`config.mk`:
```
export PLATFORM = sky130hd
export DESIGN_NAME = nvpc_control
export DESIGN_NICKNAME = d
export VERILOG_FILES = /design/src/nvpc_pkg.sv /design/src/nvpc_control.sv
export VERILOG_INCLUDE_DIRS = /design/src
export SDC_FILE = /design/constraint.sdc
export NUM_CORES = 1
export LEC_CHECK = 0
export BUFFER_PORTS_ARGS = -buffer_cell sky130_fd_sc_hd__buf_4
export CORE_MARGIN = 1.5
export CORE_UTILIZATION = 49
export DETAILED_ROUTE_END_ITERATION = 10
export PLACE_DENSITY = 0.8
export SLEW_MARGIN = 20
export SYNTH_ARGS = -nofsm -noshare
export SYNTH_HDL_FRONTEND = slang
export SYNTH_SLANG_ARGS = --single-unit
```
`constraint.sdc`:
```
create_clock -name clk -period 2.6 [get_ports clk]
set_clock_uncertainty 0.1 [all_clocks]
set_input_delay 0.39 -clock clk [delete_from_list [all_inputs] [get_ports clk]]
set_output_delay 0.39 -clock clk [all_outputs]
set_load 0.02 [all_outputs]
```
`src/nvpc_defines.svh`:
```
// Constants for the nonvolatile program control block.
// Included by the package only; definitions only.
`ifndef NVPC_DEFINES_SVH
`define NVPC_DEFINES_SVH
`define NVPC_ADDR_CTRL 16'h0007
`define NVPC_ADDR_OPTS 16'h0100
`define NVPC_ADDR_FOB 16'h7fde
`define NVPC_ARR_LO 16'h0400
`define NVPC_ARR_HI 16'h7dff
`define NVPC_VEC_LO 16'h7ff2
`define NVPC_VEC_HI 16'h7fff
`define NVPC_PROT_LO 16'h0120
`define NVPC_PROT_HI 16'h01ff
`define NVPC_BIT_ALAT 5
`define NVPC_BIT_APGM 4
`define NVPC_BIT_CLKO 3
`define NVPC_BIT_BERA 2
`define NVPC_BIT_BLAT 1
`define NVPC_BIT_BPGM 0
`define NVPC_OPT_PROT 1
`define NVPC_OPT_SEC 0
`define NVPC_FOB_RESET_TIME_OPTION 4
`define NVPC_FOB_RESET_WATCHDOG_OPTION 3
`define NVPC_FOB_WAIT_WATCHDOG_OPTION 2
`define NVPC_FOB_PORT_B_PULLDOWN_OPTION 1
`define NVPC_FOB_PORT_C_PULLDOWN_OPTION 0
`define NVPC_ERASED 8'h00
`define NVPC_GARBAGE 8'hff
`define NVPC_RST_MIN_CYC 3'd3
`define NVPC_POR_SHORT 12'd16
`define NVPC_POR_LONG 12'd4064
`define NVPC_GROUP 16
`endif

```
`src/nvpc_pkg.sv`:
```
// Types shared by the nonvolatile program control block.
// Needs nvpc_defines.svh on the include path.
`include "nvpc_defines.svh"
package nvpc_pkg;
	typedef struct packed {
		logic [15:0] addr;
		logic [7:0] wdata;
		logic wr;
		logic rd;
	} nvpc_bus_req_t;
	typedef enum logic [1:0] {
		NVPC_POR_HOLD = 2'b00,
		NVPC_RUN = 2'b01
	} nvpc_state_t;
	typedef struct packed {
		logic watchdogOn;
		logic [7:0] portBPulldown;
		logic [7:0] portCPulldown;
	} nvpc_opts_t;
endpackage : nvpc_pkg

```
`src/nvpc_control.sv`:
```
// Program control for the one-time-programmable array and byte-erasable memory.
// Assumes a CPU-side register port with read data one cycle later; the arrays'
// storage cells and high voltage circuits sit outside behind the given strobes.
`timescale 1ns/1ps
module nvpc_control
	import nvpc_pkg::*;
(
	input wire logic clk,
	input wire logic rstn,
	input wire logic porEvent,
	input wire logic extResetInN,
	input wire logic stopEnter,
	input wire logic waitMode,
	input wire logic bootstrapMode,
	input wire nvpc_bus_req_t busReq,
	output logic [7:0] busRdata,
	input wire logic [7:0] arrayCellData,
	input wire logic [7:0] byteMemCellData,
	input wire logic [7:0] factoryOptionCell,
	input wire logic [7:0] optionsCell,
	input wire logic [7:0] portBDir,
	input wire logic [7:0] portCDir,
	output logic mcuResetN,
	output logic arrayLatchWrite,
	output logic [15:0] arrayLatchAddr,
	output logic [7:0] arrayLatchData,
	output logic arrayProgramActive,
	output logic byteMemLoad,
	output logic [7:0] byteMemLoadData,
	output logic byteMemEraseRun,
	output logic byteMemProgramRun,
	output logic byteMemProtectedHit,
	output logic clockOutputEnable,
	output logic securityActive,
	output nvpc_opts_t optsOut
);
	// Array programming state: latch and program enables, plus the group tracker
	logic arrayLatchEnable_reg;
	logic arrayLatchEnable_next;
	logic arrayProgramEnable_reg;
	logic arrayProgramEnable_next;
	logic arrayWritten_reg;
	logic [15:0] groupBase_reg;

	// Byte memory state: erase select, latch, pump and what has been taken so far
	logic byteEraseSelect_reg;
	logic byteEraseSelect_next;
	logic byteLatchEnable_reg;
	logic byteLatchEnable_next;
	logic bytePumpEnable_reg;
	logic bytePumpEnable_next;
	logic byteAddrLatched_reg;
	logic byteDataLatched_reg;
	logic byteProtBlock_reg;

	// Clock output bit and the registered read data
	logic clockOutputEnable_reg;
	logic [7:0] rdata_reg;

	// Reset sequencing and the options captured when reset lets go
	logic [2:0] extLowCnt_reg;
	logic [11:0] porCnt_reg;
	nvpc_state_t state_reg;
	logic secLatched_reg;
	logic rwatLatched_reg;
	logic resetHold_reg;

	// Address decodes for the register port
	// The control register sits at one fixed address; the array answers over its
	// main block, its vector block and the factory option byte.
	wire logic hitCtrl = busReq.addr == `NVPC_ADDR_CTRL;
	wire logic hitArrayMain = busReq.addr >= `NVPC_ARR_LO && busReq.addr <= `NVPC_ARR_HI;
	wire logic hitArrayVec = busReq.addr >= `NVPC_VEC_LO && busReq.addr <= `NVPC_VEC_HI;
	wire logic hitArrayFob = busReq.addr == `NVPC_ADDR_FOB;
	wire logic hitArray = hitArrayMain || hitArrayVec || hitArrayFob;

	// Byte memory window runs from the options byte to the top of the protected part
	wire logic hitByteMem = busReq.addr >= `NVPC_ADDR_OPTS && busReq.addr <= `NVPC_PROT_HI;
	wire logic hitProt = busReq.addr >= `NVPC_PROT_LO && busReq.addr <= `NVPC_PROT_HI;
	wire logic ctrlWr = busReq.wr && hitCtrl;
	wire logic [7:0] wd = busReq.wdata;

	// Stop entry and any reset hold drop both latch bits; such a clear always wins
	// over a software set written in the same cycle.
	wire logic clearAll = stopEnter || !resetHold_reg;
	// Protection of the upper byte-memory part is lifted in bootstrap mode
	wire logic protectOn = !optionsCell[`NVPC_OPT_PROT] && !bootstrapMode;

	// Array write latched only while enabled and not programming
	wire logic arrayWr = busReq.wr && hitArray && arrayLatchEnable_reg && !arrayProgramEnable_reg;
	// Group check keeps all bytes in one sixteen-byte group; a write that lands
	// outside the first byte's group is dropped so one pulse never mixes groups.
	wire logic inGroup = !arrayWritten_reg || busReq.addr[15:4] == groupBase_reg[15:4];
	// Byte memory loads are taken while its latch is set and the pump is still off
	wire logic byteWr = busReq.wr && hitByteMem && byteLatchEnable_reg && !bytePumpEnable_reg;
	wire logic byteWrOk = byteWr && !(hitProt && protectOn);

	// Program-enable set request: latch already on and a group byte already taken
	wire logic arrayPgmSetReq = ctrlWr && wd[`NVPC_BIT_APGM]
		&& arrayLatchEnable_reg && arrayWritten_reg;
	// Pump set request: an erase needs its address, a program needs its data
	wire logic byteSelected = byteEraseSelect_reg ? byteAddrLatched_reg : byteDataLatched_reg;
	wire logic bytePumpSetReq = ctrlWr && wd[`NVPC_BIT_BPGM] && byteLatchEnable_reg
		&& byteSelected;
	// Erase select may change only until the first byte-memory address is taken
	wire logic byteEraseWrOk = ctrlWr && !byteAddrLatched_reg;

	// Next values of the control bits
	// Writing zero to either enable bit is ignored; only its latch bit clears it,
	// which keeps a stray write from cutting a programming pulse short.
	assign arrayLatchEnable_next = clearAll ? 1'b0
		: ctrlWr ? wd[`NVPC_BIT_ALAT] : arrayLatchEnable_reg;
	assign arrayProgramEnable_next = (clearAll || !arrayLatchEnable_next) ? 1'b0
		: (arrayProgramEnable_reg || arrayPgmSetReq);
	assign byteLatchEnable_next = clearAll ? 1'b0
		: ctrlWr ? wd[`NVPC_BIT_BLAT] : byteLatchEnable_reg;
	assign byteEraseSelect_next = !byteLatchEnable_next ? 1'b0
		: byteEraseWrOk ? wd[`NVPC_BIT_BERA] : byteEraseSelect_reg;
	assign bytePumpEnable_next = !byteLatchEnable_next ? 1'b0
		: (bytePumpEnable_reg || bytePumpSetReq);

	// Control and latch state
	// The taken flags fall with their latch bit, so every new latch session
	// starts with a fresh group, a free erase select and the pump locked.
	always_ff @(posedge clk)
	begin
		if (!rstn)
		begin
			arrayLatchEnable_reg <= 1'b0;
			arrayProgramEnable_reg <= 1'b0;
			arrayWritten_reg <= 1'b0;
			byteLatchEnable_reg <= 1'b0;
			byteEraseSelect_reg <= 1'b0;
			bytePumpEnable_reg <= 1'b0;
			byteAddrLatched_reg <= 1'b0;
			byteDataLatched_reg <= 1'b0;
			byteProtBlock_reg <= 1'b0;
			clockOutputEnable_reg <= 1'b0;
			groupBase_reg <= 16'h0000;
		end
		else
		begin
			arrayLatchEnable_reg <= arrayLatchEnable_next;
			arrayProgramEnable_reg <= arrayProgramEnable_next;
			arrayWritten_reg <= arrayLatchEnable_next && (arrayWritten_reg || (arrayWr && inGroup));
			if (arrayWr && inGroup && !arrayWritten_reg)
				groupBase_reg <= busReq.addr;
			byteLatchEnable_reg <= byteLatchEnable_next;
			byteEraseSelect_reg <= byteEraseSelect_next;
			bytePumpEnable_reg <= bytePumpEnable_next;
			byteAddrLatched_reg <= byteLatchEnable_next && (byteAddrLatched_reg || byteWr);
			byteDataLatched_reg <= byteLatchEnable_next && (byteDataLatched_reg || byteWr);
			byteProtBlock_reg <= byteLatchEnable_next
				&& ((byteProtBlock_reg && !byteWrOk) || (byteWr && !byteWrOk));
			if (clearAll)
				clockOutputEnable_reg <= 1'b0;
			else if (ctrlWr)
				clockOutputEnable_reg <= wd[`NVPC_BIT_CLKO];
		end
	end

	// Latch strobes toward the arrays; cumulative one-bit programming is the cell's job
	// Strobes last one cycle; address and data stay put until the next accepted write.
	// A protected byte-memory write gives no load strobe at all.
	always_ff @(posedge clk)
	begin
		if (!rstn)
		begin
			arrayLatchWrite <= 1'b0;
			arrayLatchAddr <= 16'h0000;
			arrayLatchData <= 8'h00;
			byteMemLoad <= 1'b0;
			byteMemLoadData <= 8'h00;
		end
		else
		begin
			arrayLatchWrite <= arrayWr && inGroup;
			if (arrayWr && inGroup)
			begin
				arrayLatchAddr <= busReq.addr;
				arrayLatchData <= wd;
			end
			byteMemLoad <= byteWrOk;
			if (byteWrOk)
				byteMemLoadData <= wd;
		end
	end

	// Read data selection
	// With the array latch set, array reads return a fixed filler, never the cells,
	// so code fetched from the array while latched cannot run.
	wire logic [7:0] ctrlRd = {2'b00, arrayLatchEnable_reg, arrayProgramEnable_reg,
		clockOutputEnable_reg, byteEraseSelect_reg, byteLatchEnable_reg, bytePumpEnable_reg};
	wire logic [7:0] arrayRd = arrayLatchEnable_reg ? `NVPC_GARBAGE : arrayCellData;
	wire logic [7:0] rdMux = hitCtrl ? ctrlRd
		: hitArray ? arrayRd
		: hitByteMem ? byteMemCellData : 8'h00;

	// Read data register
	// Holds the selected byte for exactly the cycle after a read strobe and
	// reads zero otherwise, so a late sample is easy to spot.
	always_ff @(posedge clk)
	begin
		if (!rstn)
			rdata_reg <= 8'h00;
		else if (busReq.rd)
			rdata_reg <= rdMux;
		else
			rdata_reg <= 8'h00;
	end

	// External reset qualifier: three consecutive low cycles
	// Shorter glitches on the reset pin reset the count without taking effect.
	always_ff @(posedge clk)
	begin
		if (!rstn || extResetInN)
			extLowCnt_reg <= 3'd0;
		else if (extLowCnt_reg != `NVPC_RST_MIN_CYC)
			extLowCnt_reg <= extLowCnt_reg + 3'd1;
	end
	wire logic extReset = extLowCnt_reg == `NVPC_RST_MIN_CYC;
	wire logic [11:0] porLen = factoryOptionCell[`NVPC_FOB_RESET_TIME_OPTION] ? `NVPC_POR_SHORT
		: `NVPC_POR_LONG;

	// Reset hold sequencer and options captured at reset release
	// A power-on event restarts the full hold; a qualified external reset holds
	// until one cycle after the pin rises and then samples the security and watchdog options afresh.
	always_ff @(posedge clk)
	begin
		if (!rstn || porEvent)
		begin
			state_reg <= NVPC_POR_HOLD;
			porCnt_reg <= 12'd0;
			resetHold_reg <= 1'b0;
			secLatched_reg <= 1'b0;
			rwatLatched_reg <= 1'b0;
		end
		else if (extReset)
		begin
			state_reg <= NVPC_RUN;
			resetHold_reg <= 1'b0;
			porCnt_reg <= 12'd0;
		end
		else
		begin
			unique case (state_reg)
				// Count out the hold length chosen by the reset-time option
				NVPC_POR_HOLD:
				begin
					porCnt_reg <= porCnt_reg + 12'd1;
					if (porCnt_reg + 12'd1 >= porLen)
						state_reg <= NVPC_RUN;
				end
				// First run cycle captures the options, then reset is let go
				NVPC_RUN:
				begin
					if (!resetHold_reg)
					begin
						secLatched_reg <= !optionsCell[`NVPC_OPT_SEC];
						rwatLatched_reg <= factoryOptionCell[`NVPC_FOB_RESET_WATCHDOG_OPTION]
							&& !bootstrapMode;
					end
					resetHold_reg <= 1'b1;
				end
				default:
					state_reg <= NVPC_POR_HOLD;
			endcase
		end
	end

	// Outputs
	// Read data, reset and the enable bits come straight from flops
	assign busRdata = rdata_reg;
	assign mcuResetN = resetHold_reg;
	assign arrayProgramActive = arrayProgramEnable_reg;

	// Byte memory mode decode from erase select, latch and pump bits
	wire logic [2:0] byteMode = {byteEraseSelect_reg, byteLatchEnable_reg, bytePumpEnable_reg};
	wire logic byteModeProgram = byteMode == 3'b011;
	wire logic byteModeErase = byteMode == 3'b111;
	// A blocked protected access keeps the high voltage off the cells
	assign byteMemEraseRun = byteModeErase && !byteProtBlock_reg;
	assign byteMemProgramRun = byteModeProgram && !byteProtBlock_reg;
	assign byteMemProtectedHit = byteProtBlock_reg;
	assign clockOutputEnable = clockOutputEnable_reg;
	assign securityActive = secLatched_reg;

	// Watchdog enable is captured with the other options in the first run cycle,
	// so it is already on when reset lets go; in wait mode the wait option must also be set.
	assign optsOut.watchdogOn = waitMode
		? (rwatLatched_reg && factoryOptionCell[`NVPC_FOB_WAIT_WATCHDOG_OPTION])
		: rwatLatched_reg;
	// Pull-downs per pin only while that pin is an input
	genvar gi;
	generate
		for (gi = 0; gi < 8; gi++)
		begin : gPull
			assign optsOut.portBPulldown[gi] = factoryOptionCell[`NVPC_FOB_PORT_B_PULLDOWN_OPTION] && !portBDir[gi];
			assign optsOut.portCPulldown[gi] = factoryOptionCell[`NVPC_FOB_PORT_C_PULLDOWN_OPTION] && !portCDir[gi];
		end
	endgenerate
endmodule : nvpc_control

```
Yosys cells after proc, flatten, opt, wreduce, memory -nomap -nowiden
Cells that the tools add are included.
- bits in registers: 88
- input port bits: 81
- output and inout port bits: 66
- logic and storage cells: 166
- add/subtract/negate cells: 2
- magnitude comparators: 8
- eq/ne operators: 11
- muxes and demuxes: 14
- bitwise logic cells: 5
- reductions and logical operators: 101
- operators with widths (cell ; count):
    logical AND 1 bit ; 49
    greater-or-equal comparator 16 x 9 -> 1 bit (second input constant) ; 2
    <= comparator 16 x 15 -> 1 bit (second input constant) ; 2
    zero test 1 bit ; 29
    2-to-1 mux 8 bit ; 3
    equality test 16 x 15 -> 1 bit (second input constant) ; 1
    equality test 16 x 3 -> 1 bit (second input constant) ; 1
    greater-or-equal comparator 16 x 11 -> 1 bit (second input constant) ; 1
    greater-or-equal comparator 16 x 15 -> 1 bit (second input constant) ; 1
    <= comparator 16 x 9 -> 1 bit (second input constant) ; 1
    logical OR 1 bit ; 13
    adder 12 x 1 -> 12 bit (second input constant) ; 1
    equality test 12 bit ; 1
    greater-or-equal comparator 12 bit ; 1
    2-to-1 mux 12 bit ; 1
    AND reduction 2 bit ; 4
    2-to-1 mux 1 bit ; 7
    equality test 3 x 2 -> 1 bit (second input constant) ; 2
    2-to-1 mux 6 bit ; 1
    OR reduction 2 bit ; 3
    NOT 1 bit ; 5
    inequality test 2 bit (second input constant) ; 2
    one-hot mux 2 bit (2 select lines) ; 1
    adder 3 x 1 -> 3 bit (second input constant) ; 1
    8 further kinds ; 8

Depth between registers and ports, before layout
- word-level depth: 10
- mapped depth: 11
- gate-level depth less buffers: 10

Least setup slack after synthesis
Ideal clock, no wire load.
- path kind: input to register
- start: input port busReq[21] (netlist bit)
- end: register byteMemLoadData[0]
- arrival: 2009 ps
- data required time: 2383 ps
- path slack: 373 ps
- stages: 7
- path buffers: 1
- cells stage by stage: or4_4 -> nor4b_4 -> and4b_4 -> o31ai_2 -> buf_6 -> mux2i_1 -> nor2_1
- word-level cells in the longest chain between the ends: 6
- elaborated cells between the ends (all ways): 11
- RTL lines (item ; RTL line ; RTL):
    start: declaration ; nvpc_control.sv:15 ; input wire nvpc_bus_req_t busReq,
    greater-or-equal comparator 16 x 9 -> 1 bit (no source line) / <= comparator 16 x 9 -> 1 bit (equally long branches) ; -- ;
    logical AND 1 bit (no source line) ; -- ;
    logical AND 1 bit (3 in series) ; nvpc_control.sv:95 ; wire logic byteWr = busReq.wr && hitByteMem && byteLatchEnable_reg && !bytePumpEnable_reg;
    logical AND 1 bit * ; nvpc_control.sv:96 ; wire logic byteWrOk = byteWr && !(hitProt && protectOn);
    end signal: assignment ; nvpc_control.sv:185 ; byteMemLoadData <= wd;
    end: declaration ; nvpc_control.sv:29 ; output logic [7:0] byteMemLoadData,
Mark *: on every way between the ends. The rest lies on a longest branch, timed or not.
A chain may end at the register's enable or synchronous reset.

Final worst setup path
- start: register porCnt_reg[0]
- end: register state_reg[0]
- word-level cells in the longest chain between the ends: 4
- RTL lines (item ; RTL line ; RTL):
    start: declaration ; nvpc_control.sv:62 ; logic [11:0] porCnt_reg;
    start signal: assignment ; nvpc_control.sv:250 ; porCnt_reg <= porCnt_reg + 12'd1;
    adder 12 x 1 -> 12 bit ; nvpc_control.sv:251 ; if (porCnt_reg + 12'd1 >= porLen)
    greater-or-equal comparator 12 bit ; nvpc_control.sv:251 ;
    inequality test 3 bit (no source line) ; -- ;
    AND reduction 2 bit (no source line) ; -- ;
    end signal: assignment ; nvpc_control.sv:240 ; state_reg <= NVPC_RUN;
    end signal: assignment ; nvpc_control.sv:252 ; state_reg <= NVPC_RUN;
    end signal: assignment ; nvpc_control.sv:266 ; state_reg <= NVPC_POR_HOLD;
    end: declaration ; nvpc_control.sv:63 ; nvpc_state_t state_reg;
No other way between the ends.

==> flow_metrics.py <==
metrics = {
    "layout": {
        "drive_gt1_frac": 0.291,
        "antenna_cells": 0,
        "final_core_util": 0.699,
        "n_fill_cell": 583,
        "stdcell_area_mm2": 0.00515,
        "fin_nets": 675,
        "largest_reg_flops": 16,
        "syn_to_final_growth_pct": 35.2,
    },
    "cts": {
        "clockRootBuffer": "clkbuf_8",
        "worstSkewPairLatency_ns": 0.35,
        "htree_num_levels": 3,
        "cts_buffers": 9,
        "clk_path_buf_depth": 2,
        "post-cts-setup-buffer-count": 0,
        "clk_transition_reported_paths_ns": 0.09,
        "clkSinkCount": 83,
        "cts_tree": "built",
    },
    "floorplan": {
        "ioPinCount": 147,
        "core_area_mm2": 0.00737,
        "die_h_um": 91.2,
        "die_area_mm2": 0.00832,
        "die_w_um": 91.2,
        "rows": 31,
        "start_util": 0.517,
    },
    "detailed_routing": {
        "viasPerCell": 5.35,
        "wirelength_mm": 9.85,
        "wl_per_cell_um": 14.3,
        "dr_total_vias": 3675,
        "dr.pass1.iters": 4,
        "drcViolationCount": 0,
        "drtIter0Drc": 252,
        "final_antenna_net_count": 0,
    },
    "logic_synthesis": {
        "async_reset_ff_frac": 0,
        "yosysWarnings": 0,
        "synth_top_area_cell": "dfxtp_1",
        "synth_top_area_frac": 0.436,
        "syn_inst": 453,
        "synth-edff-count": 0,
        "ys_seq_elements": 83,
        "netlist_area_mm2": 0.00381,
        "yosysSeqAreaShare": 0.436,
        "syn_area_per_cell_um2": 8.41,
        "ys_types": 47,
        "syn_nets": 545,
        "synth_area_leaders": "dfxtp_1, o21ai_0, nand2_1",
        "ys.flop_type": "dfxtp_1",
    },
    "power": {
        "peakVddDrop_mv": 0.237,
        "p_comb_frac": 0.099,
        "p_int_mw": 1.86,
        "sw_frac_of_total": 0.251,
        "p_switching_uw": 623,
        "p_clk_frac": 0.385,
        "power_leakage_nw": 2.21,
        "power_density_mw_per_mm2": 482,
        "p_seq_frac": 0.516,
    },
    "setup_path": {
        "path_cells": "ha_1 > nand3_2 > nor2_2 > nand3_1 > nor2_1 > xor2_1 > ha_1 > nor2b_1 > o21ai_0 > a31oi_1",
        "crit_fanout": 5,
        "worst_path_largest_cell_delay_ns": 0.41,
        "critPathLaunchType": "register",
        "arrival_ns": 2.46,
        "cp-end-kind": "register",
        "critical_path_class": "reg2reg",
        "crit_top_cell": "ha_1",
        "slowest_stage": "dfxtp_1",
        "crit_required_ns": 2.75,
    },
    "placed_design": {
        "dpl_cell_area_mm2": 0.00493,
        "place_congestion": 0.861,
        "port_buffers": 137,
        "dp_hpwl_mm": 7.41,
    },
    "sta": {
        "rsz0062_at_grt": "no",
        "tightestPinTransition_ns": 1.02,
        "slew-limit-headroom": 0.314,
        "setup_viol": 0,
        "drv_slew": 0,
        "min_period_over_period": 0.891,
        "tns_ns": 0,
        "min_period_ns": 2.32,
        "finalHoldViolCount": 0,
        "max_freq_mhz": 432,
    },
    "global_routing": {
        "grt_max_degree": 40,
        "grt_pass1_vias": 3406,
        "antenna_found_initial": 0,
        "overflow": 0,
        "grt_util_all_layers": 0.239,
        "grt_pass1_wl_mm": 16.1,
    },
    "run_status": {
        "run_status": "completed",
    },
    "hold_path": {
        "hp-class": "in2reg",
    },
    "flow_run": {
        "cap_violations": 0,
    },
}
synth_stat cells, types with 4 or more instances:
| master | n |
|---|---|
| o21a_1 | 5 |
| nor2b_1 | 19 |
| nor2_1 | 41 |
| a31oi_1 | 6 |
| nand2_1 | 58 |
| inv_1 | 4 |
| mux2i_1 | 14 |
| ha_1 | 11 |
| or3_1 | 4 |
| a21oi_1 | 12 |
| dfxtp_1 | 83 |
| nor3_1 | 12 |
| xnor2_1 | 10 |
| xor2_1 | 20 |
| o21ai_0 | 44 |
| clkbuf_1 | 19 |
| nand3_1 | 43 |
power by group through the flow:
stage                     combinational (mW)  clock [mW]  sequential (mW)
after floorplan                       0.0909           0             1.32
after global placement                 0.241           0             1.31
after detailed placement               0.245           0             1.31
after CTS                              0.246       0.970             1.28
after global routing                   0.265        1.03             1.28
final                                  0.246       0.955             1.28
cells by family (layout without fill, tap and decap cells):
| group | count (synthesis) | after routing | share of synthesized area |
|---|---|---|---|
| buf+inv | 30 | 165 | 0.0325 |
| compound gates | 80 | 80 | 0.122 |
| mux | 14 | 14 | 0.0368 |
| simple gates | 205 | 205 | 0.267 |
| xor+xnor | 30 | 30 | 0.0689 |
| fa+ha+maj | 11 | 11 | 0.0361 |
| flops | 83 | 83 | 0.436 |
routing by layer:
layer,GRT usage,up-vias,share of wire
met5,0,-,0
met4,0.0859,0,0.013
met3,0.0511,14,0.073
met2,0.402,140,0.49
met1,0.301,1700,0.43
li1,-,1821,-
cell type report:
type	instances	area, um^2	share of cell area
clock inverter	7	81.3	0.0158
tap	99	124	0.0240
sequential	83	1660	0.322
inverter	5	18.8	0.00364
timing repair buffer	144	1080	0.210
multi-input combinational	340	2060	0.400
clock buffer	9	124	0.0240
worst paths after layout:
check	start	to	slack (ns)	cells after the start
worst max-delay path	porCnt_reg[0]	state_reg[0]	0.28	10
worst max register to register	porCnt_reg[0]	state_reg[0]	0.28	10
worst min-delay path	optionsCell[0]	securityActive	0.11	2
worst min register to register	arrayLatchAddr[15]	arrayLatchAddr[15]	0.33	2
critical path, delay by kind of cell (launching register included):
| kind | cells | cell delay [ns] |
|---|---|---|
| flops | 1 | 0.41 |
| simple gates | 5 | 0.81 |
| fa+ha+maj | 2 | 0.49 |
| xor+xnor | 1 | 0.17 |
| compound gates | 2 | 0.23 |
metrics by stage:
step | hold slack (ns) | instances | power [mW] | worst slack (ns)
after detailed placement | 0.323 | 671 | 1.56 | -0.0613
after global placement | 0.318 | 671 | 1.55 | 0.0215
after CTS | 0.105 | 687 | 2.50 | 0.203
after global routing | 0.106 | 687 | 2.58 | 0.0764
final | 0.112 | 687 | 2.48 | 0.283
after floorplan | 0.321 | 453 | 1.41 | 0.373
cells in the final DEF, fill, tap and decap left out, types with 5 or more instances in the layout:
cell / count
a21oi_1: 12
a31oi_1: 6
buf_4: 144
clkbuf_8: 9
dfxtp_1: 83
ha_1: 11
mux2i_1: 14
nand2_1: 58
nand3_1: 42
nor2_1: 40
nor2b_1: 19
nor3_1: 12
o21a_1: 5
o21ai_0: 44
xnor2_1: 10
xor2_1: 20
what timing repair did:
action | CTS | global route
hold buffers | 0 | 0
gates resized for setup | 0 | 2
setup endpoints to repair | 0 | 1
Power figures use the tool's default switching activity.
